--- src/logic/sbm_pkg.sv ---
package sbm_pkg;
	// ----------------------------------------------------------------
	// Word organisations
	// ----------------------------------------------------------------
	typedef enum logic [1:0] {
		SBM_ORG_X8,
		SBM_ORG_X9,
		SBM_ORG_X18,
		SBM_ORG_X36
	} sbm_org_e;

	// ----------------------------------------------------------------
	// Data path geometry
	// ----------------------------------------------------------------
	localparam int SBM_DATA_W    = 36;
	localparam int SBM_LANES     = 4;
	localparam int SBM_NIBBLE_W  = 4;
	localparam int SBM_BYTE_W    = 9;
	localparam int SBM_X8_W      = 8;
	localparam int SBM_X9_W      = 9;
	localparam int SBM_X18_W     = 18;
	localparam int SBM_X36_W     = 36;

	// ----------------------------------------------------------------
	// Burst and storage
	// ----------------------------------------------------------------
	localparam int SBM_ADDR_W    = 3;
	localparam int SBM_BEAT_W    = 2;
	localparam int SBM_IDX_W     = SBM_ADDR_W + SBM_BEAT_W;
	localparam int SBM_WORDS     = 1 << SBM_IDX_W;
	localparam int SBM_FIFO_DEPTH = 32;
	localparam int SBM_ENTRY_W   = SBM_IDX_W + 2 * SBM_DATA_W;
	localparam int SBM_SYNC_W    = 4 + SBM_ADDR_W + SBM_DATA_W + SBM_LANES + 2;

	localparam logic [SBM_BEAT_W-1:0] SBM_BEAT0 = 2'h0;
	localparam logic [SBM_BEAT_W-1:0] SBM_BEAT1 = 2'h1;
	localparam logic [SBM_BEAT_W-1:0] SBM_BEAT2 = 2'h2;
	localparam logic [SBM_BEAT_W-1:0] SBM_BEAT3 = 2'h3;
endpackage : sbm_pkg

--- src/logic/sbm_beat_if.sv ---
`timescale 1ns/10ps
// Masked beats travelling from the capture logic through the FIFO
interface sbm_beat_if #(parameter int W = 8);
	logic         in_valid;
	logic         in_ready;
	logic [W-1:0] in_data;
	logic         out_valid;
	logic         out_ready;
	logic [W-1:0] out_data;

	modport fifo (input in_valid, in_data, out_ready,
	              output in_ready, out_valid, out_data);
	modport user (output in_valid, in_data, out_ready,
	              input in_ready, out_valid, out_data);
endinterface : sbm_beat_if

--- src/logic/sbm_write_mask.sv ---
`timescale 1ns/10ps
module sbm_write_mask
	import sbm_pkg::*;
(
	// System
	input  wire logic                  CLK,
	input  wire logic                  RST,
	// Device pins, sampled from outside the clock domain
	input  wire logic                  K,
	input  wire logic                  K_N,
	input  wire logic                  WRITE_PORT_SELECT_N,
	input  wire logic [SBM_ADDR_W-1:0] ADDR,
	input  wire logic [SBM_DATA_W-1:0] DATA,
	input  wire logic                  LANE_WRITE_SEL_0_N,
	input  wire logic                  LANE_WRITE_SEL_1_N,
	input  wire logic                  LANE_WRITE_SEL_2_N,
	input  wire logic                  LANE_WRITE_SEL_3_N,
	input  wire logic [1:0]            ORG_SEL,
	// Array side
	input  wire logic                  ARRAY_HOLD,
	input  wire logic [SBM_IDX_W-1:0]  RD_ADDR,
	output logic      [SBM_DATA_W-1:0] RD_DATA,
	// Status
	output logic                       WRITE_BUSY,
	output logic                       BEAT_LOST
);
	// ----------------------------------------------------------------
	// Pin synchronisers
	// ----------------------------------------------------------------
	logic [SBM_SYNC_W-1:0] pin_raw;
	logic [SBM_SYNC_W-1:0] sync1;
	logic [SBM_SYNC_W-1:0] sync2;
	logic [SBM_SYNC_W-1:0] sync3;
	logic                  k_level;
	logic                  kn_level;
	logic                  k_rise;
	logic                  kn_rise;
	logic                  port_sel_n;
	logic [SBM_ADDR_W-1:0] addr_s;
	logic [SBM_DATA_W-1:0] data_s;
	logic [SBM_LANES-1:0]  lane_n;
	sbm_org_e              org;
	logic                  low_nibble_write_sel;
	logic                  high_nibble_write_sel;

	assign pin_raw = {K, K_N, WRITE_PORT_SELECT_N, ORG_SEL[1], ORG_SEL[0], ADDR, DATA,
	                  LANE_WRITE_SEL_3_N, LANE_WRITE_SEL_2_N,
	                  LANE_WRITE_SEL_1_N, LANE_WRITE_SEL_0_N, 1'b0};

	// Idle pin levels: K low, K_N and port select high
	localparam logic [SBM_SYNC_W-1:0] SYNC_IDLE = {3'h3, {(SBM_SYNC_W-3){1'b0}}};

	// Three stages; stage one feeds stage two only
	// Reset to the idle levels, so the high K_N pin gives no false rise
	always_ff @(posedge CLK) begin
		if (RST) begin
			sync1 <= SYNC_IDLE;
			sync2 <= SYNC_IDLE;
			sync3 <= SYNC_IDLE;
		end else begin
			sync1 <= pin_raw;
			sync2 <= sync1;
			sync3 <= sync2;
		end
	end

	// Bus fields taken from the third stage, aligned with the edges
	assign lane_n = sync3[SBM_LANES:1];
	assign data_s = sync3[SBM_LANES+SBM_DATA_W:SBM_LANES+1];
	assign addr_s = sync3[SBM_LANES+SBM_DATA_W+SBM_ADDR_W:SBM_LANES+SBM_DATA_W+1];
	assign org    = sbm_org_e'(sync3[SBM_SYNC_W-4:SBM_SYNC_W-5]);
	assign port_sel_n = sync3[SBM_SYNC_W-3];
	// Nibble selects of the x8 organisation share lanes 0 and 1
	assign low_nibble_write_sel  = lane_n[0];
	assign high_nibble_write_sel = lane_n[1];

	// Clock levels move only when stages two and three agree
	always_ff @(posedge CLK) begin
		if (RST) begin
			k_level  <= 1'b0;
			kn_level <= 1'b1; // Complement idles high
		end else begin
			if (sync2[SBM_SYNC_W-1] == sync3[SBM_SYNC_W-1]) begin
				k_level <= sync3[SBM_SYNC_W-1];
			end
			if (sync2[SBM_SYNC_W-2] == sync3[SBM_SYNC_W-2]) begin
				kn_level <= sync3[SBM_SYNC_W-2];
			end
		end
	end

	assign k_rise  = sync2[SBM_SYNC_W-1] & sync3[SBM_SYNC_W-1] & ~k_level;
	assign kn_rise = sync2[SBM_SYNC_W-2] & sync3[SBM_SYNC_W-2] & ~kn_level;

	// ----------------------------------------------------------------
	// Per-bit write enables from the lane selects
	// ----------------------------------------------------------------
	logic [SBM_DATA_W-1:0] bit_en;

	// Lane width and bus width follow the organisation; bits past the width never write
	always_comb begin
		bit_en = '0;
		for (int i = 0; i < SBM_DATA_W; i++) begin
			case (org)
				SBM_ORG_X8: begin
					if (i < SBM_X8_W) begin
						bit_en[i] = (i < SBM_NIBBLE_W) ? ~low_nibble_write_sel
						                               : ~high_nibble_write_sel;
					end
				end
				SBM_ORG_X9: begin
					if (i < SBM_X9_W) begin
						bit_en[i] = ~lane_n[0];
					end
				end
				SBM_ORG_X18: begin
					if (i < SBM_X18_W) begin
						bit_en[i] = ~lane_n[i / SBM_BYTE_W];
					end
				end
				SBM_ORG_X36: begin
					bit_en[i] = ~lane_n[i / SBM_BYTE_W];
				end
				default: begin
					bit_en[i] = 1'b0;
				end
			endcase
		end
	end

	// ----------------------------------------------------------------
	// Write burst sequencing
	// ----------------------------------------------------------------
	logic                  prev_start;
	logic                  pend;
	logic [SBM_ADDR_W-1:0] pend_addr;
	logic                  active;
	logic [SBM_ADDR_W-1:0] cur_addr;
	logic [SBM_BEAT_W-1:0] next_beat;
	logic                  start;
	logic                  beat_take;
	logic [SBM_BEAT_W-1:0] beat_no;
	logic [SBM_ADDR_W-1:0] beat_addr;

	// A start right after an accepted one is dropped with its data
	assign start = k_rise & ~port_sel_n & ~prev_start;

	// Address side, latched on the clock rise only
	always_ff @(posedge CLK) begin
		if (RST) begin
			prev_start <= 1'b0;
			pend       <= 1'b0;
			pend_addr  <= '0;
		end else if (k_rise) begin
			prev_start <= start;
			pend       <= start;
			if (start) begin
				pend_addr <= addr_s;
			end
		end
	end

	// Beat order: K t+1, K_N t+1, K t+2, K_N t+2
	always_comb begin
		beat_take = 1'b0;
		beat_no   = SBM_BEAT0;
		beat_addr = cur_addr;
		if (k_rise && pend) begin
			beat_take = 1'b1;
			beat_addr = pend_addr;
		end else if (k_rise && active && next_beat == SBM_BEAT2) begin
			beat_take = 1'b1;
			beat_no   = SBM_BEAT2;
		end else if (kn_rise && active &&
		             (next_beat == SBM_BEAT1 || next_beat == SBM_BEAT3)) begin
			beat_take = 1'b1;
			beat_no   = next_beat;
		end
	end

	// Burst progress; beats outside a started burst never reach the array
	always_ff @(posedge CLK) begin
		if (RST) begin
			active    <= 1'b0;
			cur_addr  <= '0;
			next_beat <= SBM_BEAT0;
		end else if (beat_take) begin
			if (beat_no == SBM_BEAT0) begin
				cur_addr <= pend_addr;
			end
			next_beat <= beat_no + 1'b1;
			active    <= (beat_no != SBM_BEAT3);
		end
	end

	assign WRITE_BUSY = active | pend;

	// ----------------------------------------------------------------
	// Beat FIFO
	// ----------------------------------------------------------------
	sbm_beat_if #(.W(SBM_ENTRY_W)) beat_bus ();

	// Each beat carries its own mask, sampled at its own edge
	assign beat_bus.in_valid  = beat_take & (|bit_en);
	assign beat_bus.in_data   = {beat_addr, beat_no, bit_en, data_s};
	assign beat_bus.out_ready = ~ARRAY_HOLD;

	sbm_fifo #(
		.WIDTH (SBM_ENTRY_W),
		.DEPTH (SBM_FIFO_DEPTH)
	) u_fifo (
		.CLK (CLK),
		.RST (RST),
		.bus (beat_bus.fifo)
	);

	// A full FIFO cannot stall pins that run free, so the loss is reported
	always_ff @(posedge CLK) begin
		if (RST) begin
			BEAT_LOST <= 1'b0;
		end else begin
			BEAT_LOST <= beat_bus.in_valid & ~beat_bus.in_ready;
		end
	end

	// ----------------------------------------------------------------
	// Storage array with bitwise merge
	// ----------------------------------------------------------------
	logic [SBM_DATA_W-1:0] array_q [SBM_WORDS];
	logic [SBM_IDX_W-1:0]  wr_idx;
	logic [SBM_DATA_W-1:0] wr_en;
	logic [SBM_DATA_W-1:0] wr_data;

	assign wr_data = beat_bus.out_data[SBM_DATA_W-1:0];
	assign wr_en   = beat_bus.out_data[2*SBM_DATA_W-1:SBM_DATA_W];
	assign wr_idx  = beat_bus.out_data[SBM_ENTRY_W-1:2*SBM_DATA_W];

	// Unselected bits keep their stored value
	always_ff @(posedge CLK) begin
		if (beat_bus.out_valid && !ARRAY_HOLD) begin
			array_q[wr_idx] <= (array_q[wr_idx] & ~wr_en) | (wr_data & wr_en);
		end
	end

	// Registered read-back
	always_ff @(posedge CLK) begin
		if (RST) begin
			RD_DATA <= '0;
		end else begin
			RD_DATA <= array_q[RD_ADDR];
		end
	end
endmodule : sbm_write_mask

--- src/logic/sbm_fifo.sv ---
`timescale 1ns/10ps
module sbm_fifo #(
	parameter int WIDTH = 8,
	parameter int DEPTH = 32
) (
	input wire logic CLK,
	input wire logic RST,
	sbm_beat_if.fifo bus
);
	localparam int PW = $clog2(DEPTH);

	// ----------------------------------------------------------------
	// Storage and pointers
	// ----------------------------------------------------------------
	logic [WIDTH-1:0] mem [DEPTH];
	logic [PW-1:0]    wr_ptr;
	logic [PW-1:0]    rd_ptr;
	logic [PW:0]      count;
	logic             push;
	logic             pop;

	// Honest flags straight from the occupancy count
	assign bus.in_ready  = (count != (PW+1)'(DEPTH));
	assign bus.out_valid = (count != '0);
	assign bus.out_data  = mem[rd_ptr];
	assign push = bus.in_valid & bus.in_ready;
	assign pop  = bus.out_valid & bus.out_ready;

	// Write side
	always_ff @(posedge CLK) begin
		if (push) begin
			mem[wr_ptr] <= bus.in_data;
		end
		if (RST) begin
			wr_ptr <= '0;
		end else if (push) begin
			wr_ptr <= (wr_ptr == PW'(DEPTH - 1)) ? '0 : wr_ptr + 1'b1;
		end
	end

	// Read side
	always_ff @(posedge CLK) begin
		if (RST) begin
			rd_ptr <= '0;
		end else if (pop) begin
			rd_ptr <= (rd_ptr == PW'(DEPTH - 1)) ? '0 : rd_ptr + 1'b1;
		end
	end

	// Occupancy
	always_ff @(posedge CLK) begin
		if (RST) begin
			count <= '0;
		end else if (push != pop) begin
			count <= push ? count + 1'b1 : count - 1'b1;
		end
	end
endmodule : sbm_fifo

--- config.mk ---
export PLATFORM = sky130hd
export DESIGN_NAME = sbm_write_mask
export DESIGN_NICKNAME = d
export VERILOG_FILES = /design/src/logic/sbm_pkg.sv /design/src/logic/sbm_beat_if.sv /design/src/logic/sbm_write_mask.sv /design/src/logic/sbm_fifo.sv
export SDC_FILE = /design/constraint.sdc
export NUM_CORES = 2
export LEC_CHECK = 0
export BUFFER_PORTS_ARGS = -buffer_cell sky130_fd_sc_hd__buf_2
export CELL_PAD_IN_SITES_DETAIL_PLACEMENT = 0
export CELL_PAD_IN_SITES_GLOBAL_PLACEMENT = 1
export CORE_MARGIN = 4
export CORE_UTILIZATION = 50
export DETAILED_ROUTE_END_ITERATION = 12
export PLACE_DENSITY_LB_ADDON = 0.1
export SLEW_MARGIN = 20
export SYNTH_ARGS = -nofsm -noshare
export SYNTH_HDL_FRONTEND = slang
export SYNTH_SLANG_ARGS = --single-unit
--- constraint.sdc ---
create_clock -name CLK -period 7.1 [get_ports CLK]
set_clock_uncertainty 0.05 [all_clocks]
set_input_delay 1.42 -clock CLK [delete_from_list [all_inputs] [get_ports CLK]]
set_output_delay 1.42 -clock CLK [all_outputs]
set_load 0.1 [all_outputs]
Yosys cells after proc, flatten, opt, wreduce, memory -nomap -nowiden
Memory sizes are Yosys's and may differ from the RTL's. A register that Yosys moved wholly into a read port is not among the register bits.
Cells that the tools add are included.
Widths: inputs -> output; s select.
{"block": "word_totals", "register_bits": 176, "ramBits": 3616, "input_bits": 56, "out_inout_bits": 38, "elab_cells": 99, "mem_count": 2}
{"memory": "u_fifo.mem", "words": 32, "width": 77, "read_ports": 1, "rd_ports_with_merged_regs": 1, "wr": 1, "line_no": "sbm_fifo.sv:15", "text": "logic [WIDTH-1:0] mem [DEPTH];"}
{"memory": "array_q", "words": 32, "width": 36, "read_ports": 2, "rd_ports_with_merged_regs": 1, "wr": 1, "line_no": "sbm_write_mask.sv:229", "text": "logic [SBM_DATA_W-1:0] array_q [SBM_WORDS];"}
{"block": "op_classes", "addsub": 5, "eq_ne": 13, "n_mux": 22, "n_bitwise": 25, "n_reduce_logical": 17}
{"op": "$and 36x36->36", "count": 2}
{"op": "$not 36->36", "count": 1}
{"op": "$or 36x36->36", "count": 1}
{"op": "$mux 5", "count": 4}
{"op": "$mux 1", "count": 12}
{"op": "$add 5x1->5 const B", "count": 2}
{"op": "$and 1x1->1", "count": 10}
{"op": "$eq 5x5->1 const B", "count": 2}
{"op": "$not 1->1", "count": 10}
{"op": "$eq 2x2->1 const B", "count": 4}
{"op": "$add 6x1->6 const B", "count": 1}
{"op": "$logic_and 1x1->1", "count": 6}
{"op": "$mux 2", "count": 3}
{"op": "$mux 6", "count": 1}
{"op": "$ne 6x6->1 const B", "count": 1}
{"op": "$reduce_bool 6->1", "count": 1}
{"op": "$reduce_or 6->1", "count": 1}
{"op": "$sub 6x1->6 const B", "count": 1}
{"op": "$eq 2x1->1 const B", "count": 2}
{"op": "$logic_not 2->1", "count": 2}
{"op": "$reduce_and 2->1", "count": 2}
{"op": "$reduce_or 4->1", "count": 1}
{"op": "$mux 3", "count": 1}
{"op": "$reduce_or 3->1", "count": 1}
{"op": "other kinds (9)", "count": 10}

Logic depth before layout (Yosys ltp)
{"block": "depth", "depth_word": 11, "ltp_mapped": 17, "depth_no_buf": 16}

By module
From an unflattened synthesis, not the netlist that was laid out.
{"block": "hier_totals", "cells_unflattened": 6889, "area_unflattened_um2": 152636.4}
{"mod": "sbm_fifo", "instances": 1, "cells_per_inst": 3762, "area_per_inst_um2": 94501.9, "seq_area_each_um2": 74411.4}
{"mod": "sbm_write_mask", "instances": 1, "cells_per_inst": 3127, "area_per_inst_um2": 58134.5, "seq_area_each_um2": 38456.9}

Worst setup path before layout
No wires, ideal clock.
{"block": "synth_timing", "path_type": "flip-flop to flip-flop", "startpoint": "reg sync3[48]", "endpoint": "mem u_fifo.mem[0][0] (netlist name) (enable)", "setup_ns": 0.568, "arrival_ns": 6.392, "t_required_ns": 6.482, "slack_ns": 0.090, "stages_incl_launch_ff": 10, "n_path_buf": 1, "period_less_slack_ns": 7.010, "cell_sequence": "dfxtp_1 -> ha_1 -> nand2b_1 -> or3_1 -> nand3_1 -> o21ai_0 -> a21oi_1 -> clkbuf_1 -> nand2_1 -> nor4_1"}
{"block": "synth_between", "elab_chain_cells": 10, "elab_cells_between_ends": 11, "cone_classes": "4 x mux; 4 x bitwise; 3 x reduce/logical"}
{"element": "start, declared", "line_no": "sbm_write_mask.sv:33", "text": "logic [SBM_SYNC_W-1:0] sync3;"}
{"element": "start signal, assigned", "line_no": "sbm_write_mask.sv:63", "text": "sync3 <= sync2;"}
{"element": "$and 1x1->1 (*) (2 in a row)", "line_no": "sbm_write_mask.sv:92", "text": "assign k_rise = sync2[SBM_SYNC_W-1] & sync3[SBM_SYNC_W-1] & ~k_level;"}
{"element": "$logic_and 1x1->1 (2 in a row)", "line_no": "sbm_write_mask.sv:171", "text": "end else if (k_rise && active && next_beat == SBM_BEAT2) begin"}
{"element": "$mux 1", "line_no": "sbm_write_mask.sv:171"}
{"element": "$mux 1 (*)", "line_no": "sbm_write_mask.sv:168", "text": "if (k_rise && pend) begin"}
{"element": "$and 1x1->1 (*)", "line_no": "sbm_write_mask.sv:204", "text": "assign beat_bus.in_valid = beat_take & (|bit_en);"}
{"element": "$and 1x1->1 (*)", "line_no": "sbm_fifo.sv:26", "text": "assign push = bus.in_valid & bus.in_ready;"}
{"element": "$mux 1 (*)", "line_no": "sbm_fifo.sv:31", "text": "if (push) begin"}
{"element": "$mux 1 (implied by the code) (*)", "line_no": "sbm_fifo.sv:32", "text": "mem[wr_ptr] <= bus.in_data;"}
{"element": "end, declared", "line_no": "sbm_fifo.sv:15"}
Every way passes the cells marked *; elsewhere a longest branch is shown, timed or not.

==> reports/qor.txt <==
Tcrit/Tclk final - 82.4%
DRC viols - 0
leading area contributor after synthesis - edfxtp_1
Fmax - 171 MHz
pwr/cell area - 361 nW/um2
H-tree lvl count - 5
detailed-router iteration count before antenna repair - 9
Worst Path Arrival - 6350 ps
Finished Layout Cells - 10009
Final HPWL DP - 189000 um
hold_buf cts - 0
setup TNS - 0 ps
Cell Area, Placed - 124000 um2
Num CTS Buffers - 319
Post-synth top flop - edfxtp_1
IO Port Bufs - 93
first-pass GRT wire length - 489000 um
Std-Cell Rows - 178
cells resized by post-CTS repair - 0
Setup WS pre-CTS - 1220 ps
Cells on Worst Hold Path - 1
Hold Crit Class - flip-flop to flip-flop
final std cell area, no fill - 134000 um2
largest cells by area after synthesis - edfxtp_1 68%, mux4_2 15%, dfxtp_1 3.6%, mux2i_1 3.2%, nand2_1 2.2%
ANT nets after route - 0
post-synth top area share - 67.6%
actual slew at the worst max-slew pin - 1220 ps
Final Max Tran Viols - 0
Worst R2R Setup Slack - 1250 ps
Worst Slack Setup Final - 1250 ps
Min Hold Slack - 368 ps
multi-input combinational cell area - 32700 um2
post-CTS setup buffer count - 0
maximum buffer depth of the clock tree - 4
Routed WL - 344000 um
Core Util, Final - 57.0%
vias per cell - 6.43
RSZ-0062 raised after global routing - false
Synth cell types - 84
Die H - 494 um
die width - 494 um
Filler Cell Count - 17621
Req. time, crit path - 7600 ps
Area Overhead vs Synth - 13.5%
Seq/Total Area, Yosys - 71.3%
Register Area - 84100 um2
Syn Area/Cell - 18.6 um2
Clk Latency, worst-skew pair - 940 ps
slew margin rel. - 18.7%
final hold viol count - 0
largest net degree at the start of global routing - 105
Post-synth EDFFs - 2656
total clock sinks - 2870
Yosys Warn Count - 0
core area - 235000 um2
final critical-path required period - 5850 ps
total track usage - 28.3%
Mapped Area - 118000 um2
status - finished clean
reg2reg end - array_q[25][16]
depth of the worst register-to-register path - 9
RePlAce Congestion - 0.823
Startpoint Class - flip-flop
# setup viols final - 0
worst-path fanout max - 32
static leakage - 44.2 nW
Reg clk slew, reported paths - 60 ps
Layout Nets - 6688
boundary pin count - 94
DRT iter0 DRCs - 6997
Starting Density - 50.2%
DR WL/cell - 34.4 um
Clock Root Buffer - clkbuf_16
crit path kind - flip-flop to flip-flop
MaxCap Viol Count - 0
Mapped Cells - 6351
Net Count, Synth - 6423
min-delay src - sync2[46]
Worst VDD drop - 0.328 mV
share of layout cells above drive strength 1 - 25.9%
vias in the first global route - 64384
crit end category - flip-flop
worst hold path endpoint - sync3[46]
die area - 244000 um2
total number of vias - 64349
CTS tree - built
register bit total from synthesis - 2870
initial antenna violation count - 8
total global routing overflow - 0
asr flop ratio synth - 0%
Overall Power - 48.3 mW
dpl cells - 9445
==> cell families (layout without fill, tap and decap cells) <==
| logic type | after synthesis | count (layout) | share of synthesized area, % |
|---|---|---|---|
| multiplexers | 1210 | 1210 | 18.8 |
| flip-flops | 2870 | 2870 | 71.3 |
| adder cells (fa/ha/maj) | 16 | 16 | 0.176 |
| other | 0 | 2 | 0 |
| XOR/XNOR | 6 | 6 | 0.0446 |
| AO/OA/AOI/OAI | 354 | 354 | 2.16 |
| buffers and inverters | 429 | 935 | 1.70 |
| AND/OR/NAND/NOR | 1466 | 1466 | 5.83 |
==> final cells by class <==
class	instances	area share, %
Clock inverter	136	0.890
Inverter	16	0.0458
Sequential cell	2870	62.8
Clock buffer	426	6.56
Antenna cell	2	0.00374
Multi-Input combinational cell	3052	24.4
Timing Repair Buffer	357	2.32
Tap cell	3150	2.94
==> Yosys cell counts, types with 4 or more instances <==
| master | number |
|---|---|
| nand3b_1 | 4 |
| a2111oi_0 | 12 |
| xnor2_1 | 6 |
| mux2i_1 | 376 |
| dfxtp_1 | 214 |
| a211oi_1 | 90 |
| o21ai_0 | 10 |
| o221ai_1 | 11 |
| a21oi_1 | 57 |
| nor3_1 | 22 |
| edfxtp_1 | 2656 |
| nand4_1 | 14 |
| mux4_2 | 801 |
| nor3_4 | 4 |
| nor4_1 | 21 |
| o31a_1 | 7 |
| mux2_2 | 25 |
| inv_1 | 15 |
| and3_1 | 72 |
| mux2_1 | 4 |
| buf_1 | 71 |
| a32o_1 | 5 |
| o41a_1 | 4 |
| a22oi_1 | 34 |
| nand2b_1 | 4 |
| a41oi_1 | 6 |
| buf_6 | 13 |
| buf_4 | 17 |
| clkbuf_1 | 169 |
| or2_2 | 8 |
| nand2_1 | 696 |
| a31oi_1 | 26 |
| and2_1 | 30 |
| nor2_1 | 134 |
| a2bb2oi_1 | 4 |
| or4_1 | 8 |
| o2111a_1 | 7 |
| and4_1 | 4 |
| nor2b_1 | 142 |
| buf_2 | 139 |
| nand3_1 | 281 |
| o22ai_1 | 49 |
| ha_1 | 15 |
==> placed cells by master, fill, tap and decap left out, types with 16 or more instances in the layout <==
cell type | synthesis | layout
clkbuf_16 | 0 | 326
clkinv_1 | 0 | 47
nor2_1 | 134 | 77
nand3_1 | 281 | 277
dfxtp_1 | 214 | 208
buf_4 | 17 | 216
buf_12 | 3 | 48
a21oi_1 | 57 | 56
mux2i_1 | 376 | 375
nor2_4 | 0 | 56
nor4_1 | 21 | 18
clkinv_2 | 0 | 58
mux4_2 | 801 | 801
nand2_1 | 696 | 696
edfxtp_1 | 2656 | 2656
o22ai_1 | 49 | 49
bufinv_16 | 0 | 21
a22oi_1 | 34 | 34
buf_2 | 139 | 87
a211oi_1 | 90 | 81
and2_1 | 30 | 30
clkbuf_8 | 0 | 24
nor3_1 | 22 | 16
and3_1 | 72 | 72
mux2_2 | 25 | 25
nor2b_1 | 142 | 141
clkbuf_1 | 169 | 74
==> power by group <==
group	switching, mW	internal, mW	leakage (nW)
Combinational	7.60	3.94	13.3
Sequential	0.261	20.6	26.0
Clock	6.52	9.41	4.92
==> flip-flops by register name, summed over array words and instances, names as in the netlist, 2 cells and up, named ones only <==
name / flops
u_fifo.count: 6
array_q: 1152
sync2: 48
pend_addr: 3
sync3: 48
u_fifo.wr_ptr: 5
u_fifo.mem: 1504
next_beat: 2
cur_addr: 3
RD_DATA: 36
sync1: 48
u_fifo.rd_ptr: 5
==> critical path: stages (launching register included) <==
cell	delay, ps
dfxtp_4	700
nor2b_1	760
a22oi_1	200
a21oi_1	240
a311oi_2	110
nor2_2	780
nand4_2	1120
o22ai_1	510
a221o_1	170
o31a_1	810
==> routing by layer <==
| metal | wire length [um] | track usage (%) | vias up |
|---|---|---|---|
| met4 | 12400 | 9.22 | 6 |
| met3 | 25500 | 4.48 | 682 |
| met5 | 42 | 0 | - |
| met1 | 137000 | 39.1 | 34536 |
| met2 | 169000 | 46.4 | 2829 |
| li1 | - | - | 26296 |
==> worst max path at each step <==
stage / to / from
floorplan: u_fifo.mem[0][0] / sync3[48]
global route: array_q[29][11] / flip-flop
global placement: array_q[14][27] / flip-flop
finish: array_q[25][16] / flip-flop
CTS: array_q[31][0] / flip-flop
detailed placement: array_q[3][0] / flip-flop
Note: power is estimated with default switching activity, not from simulation.
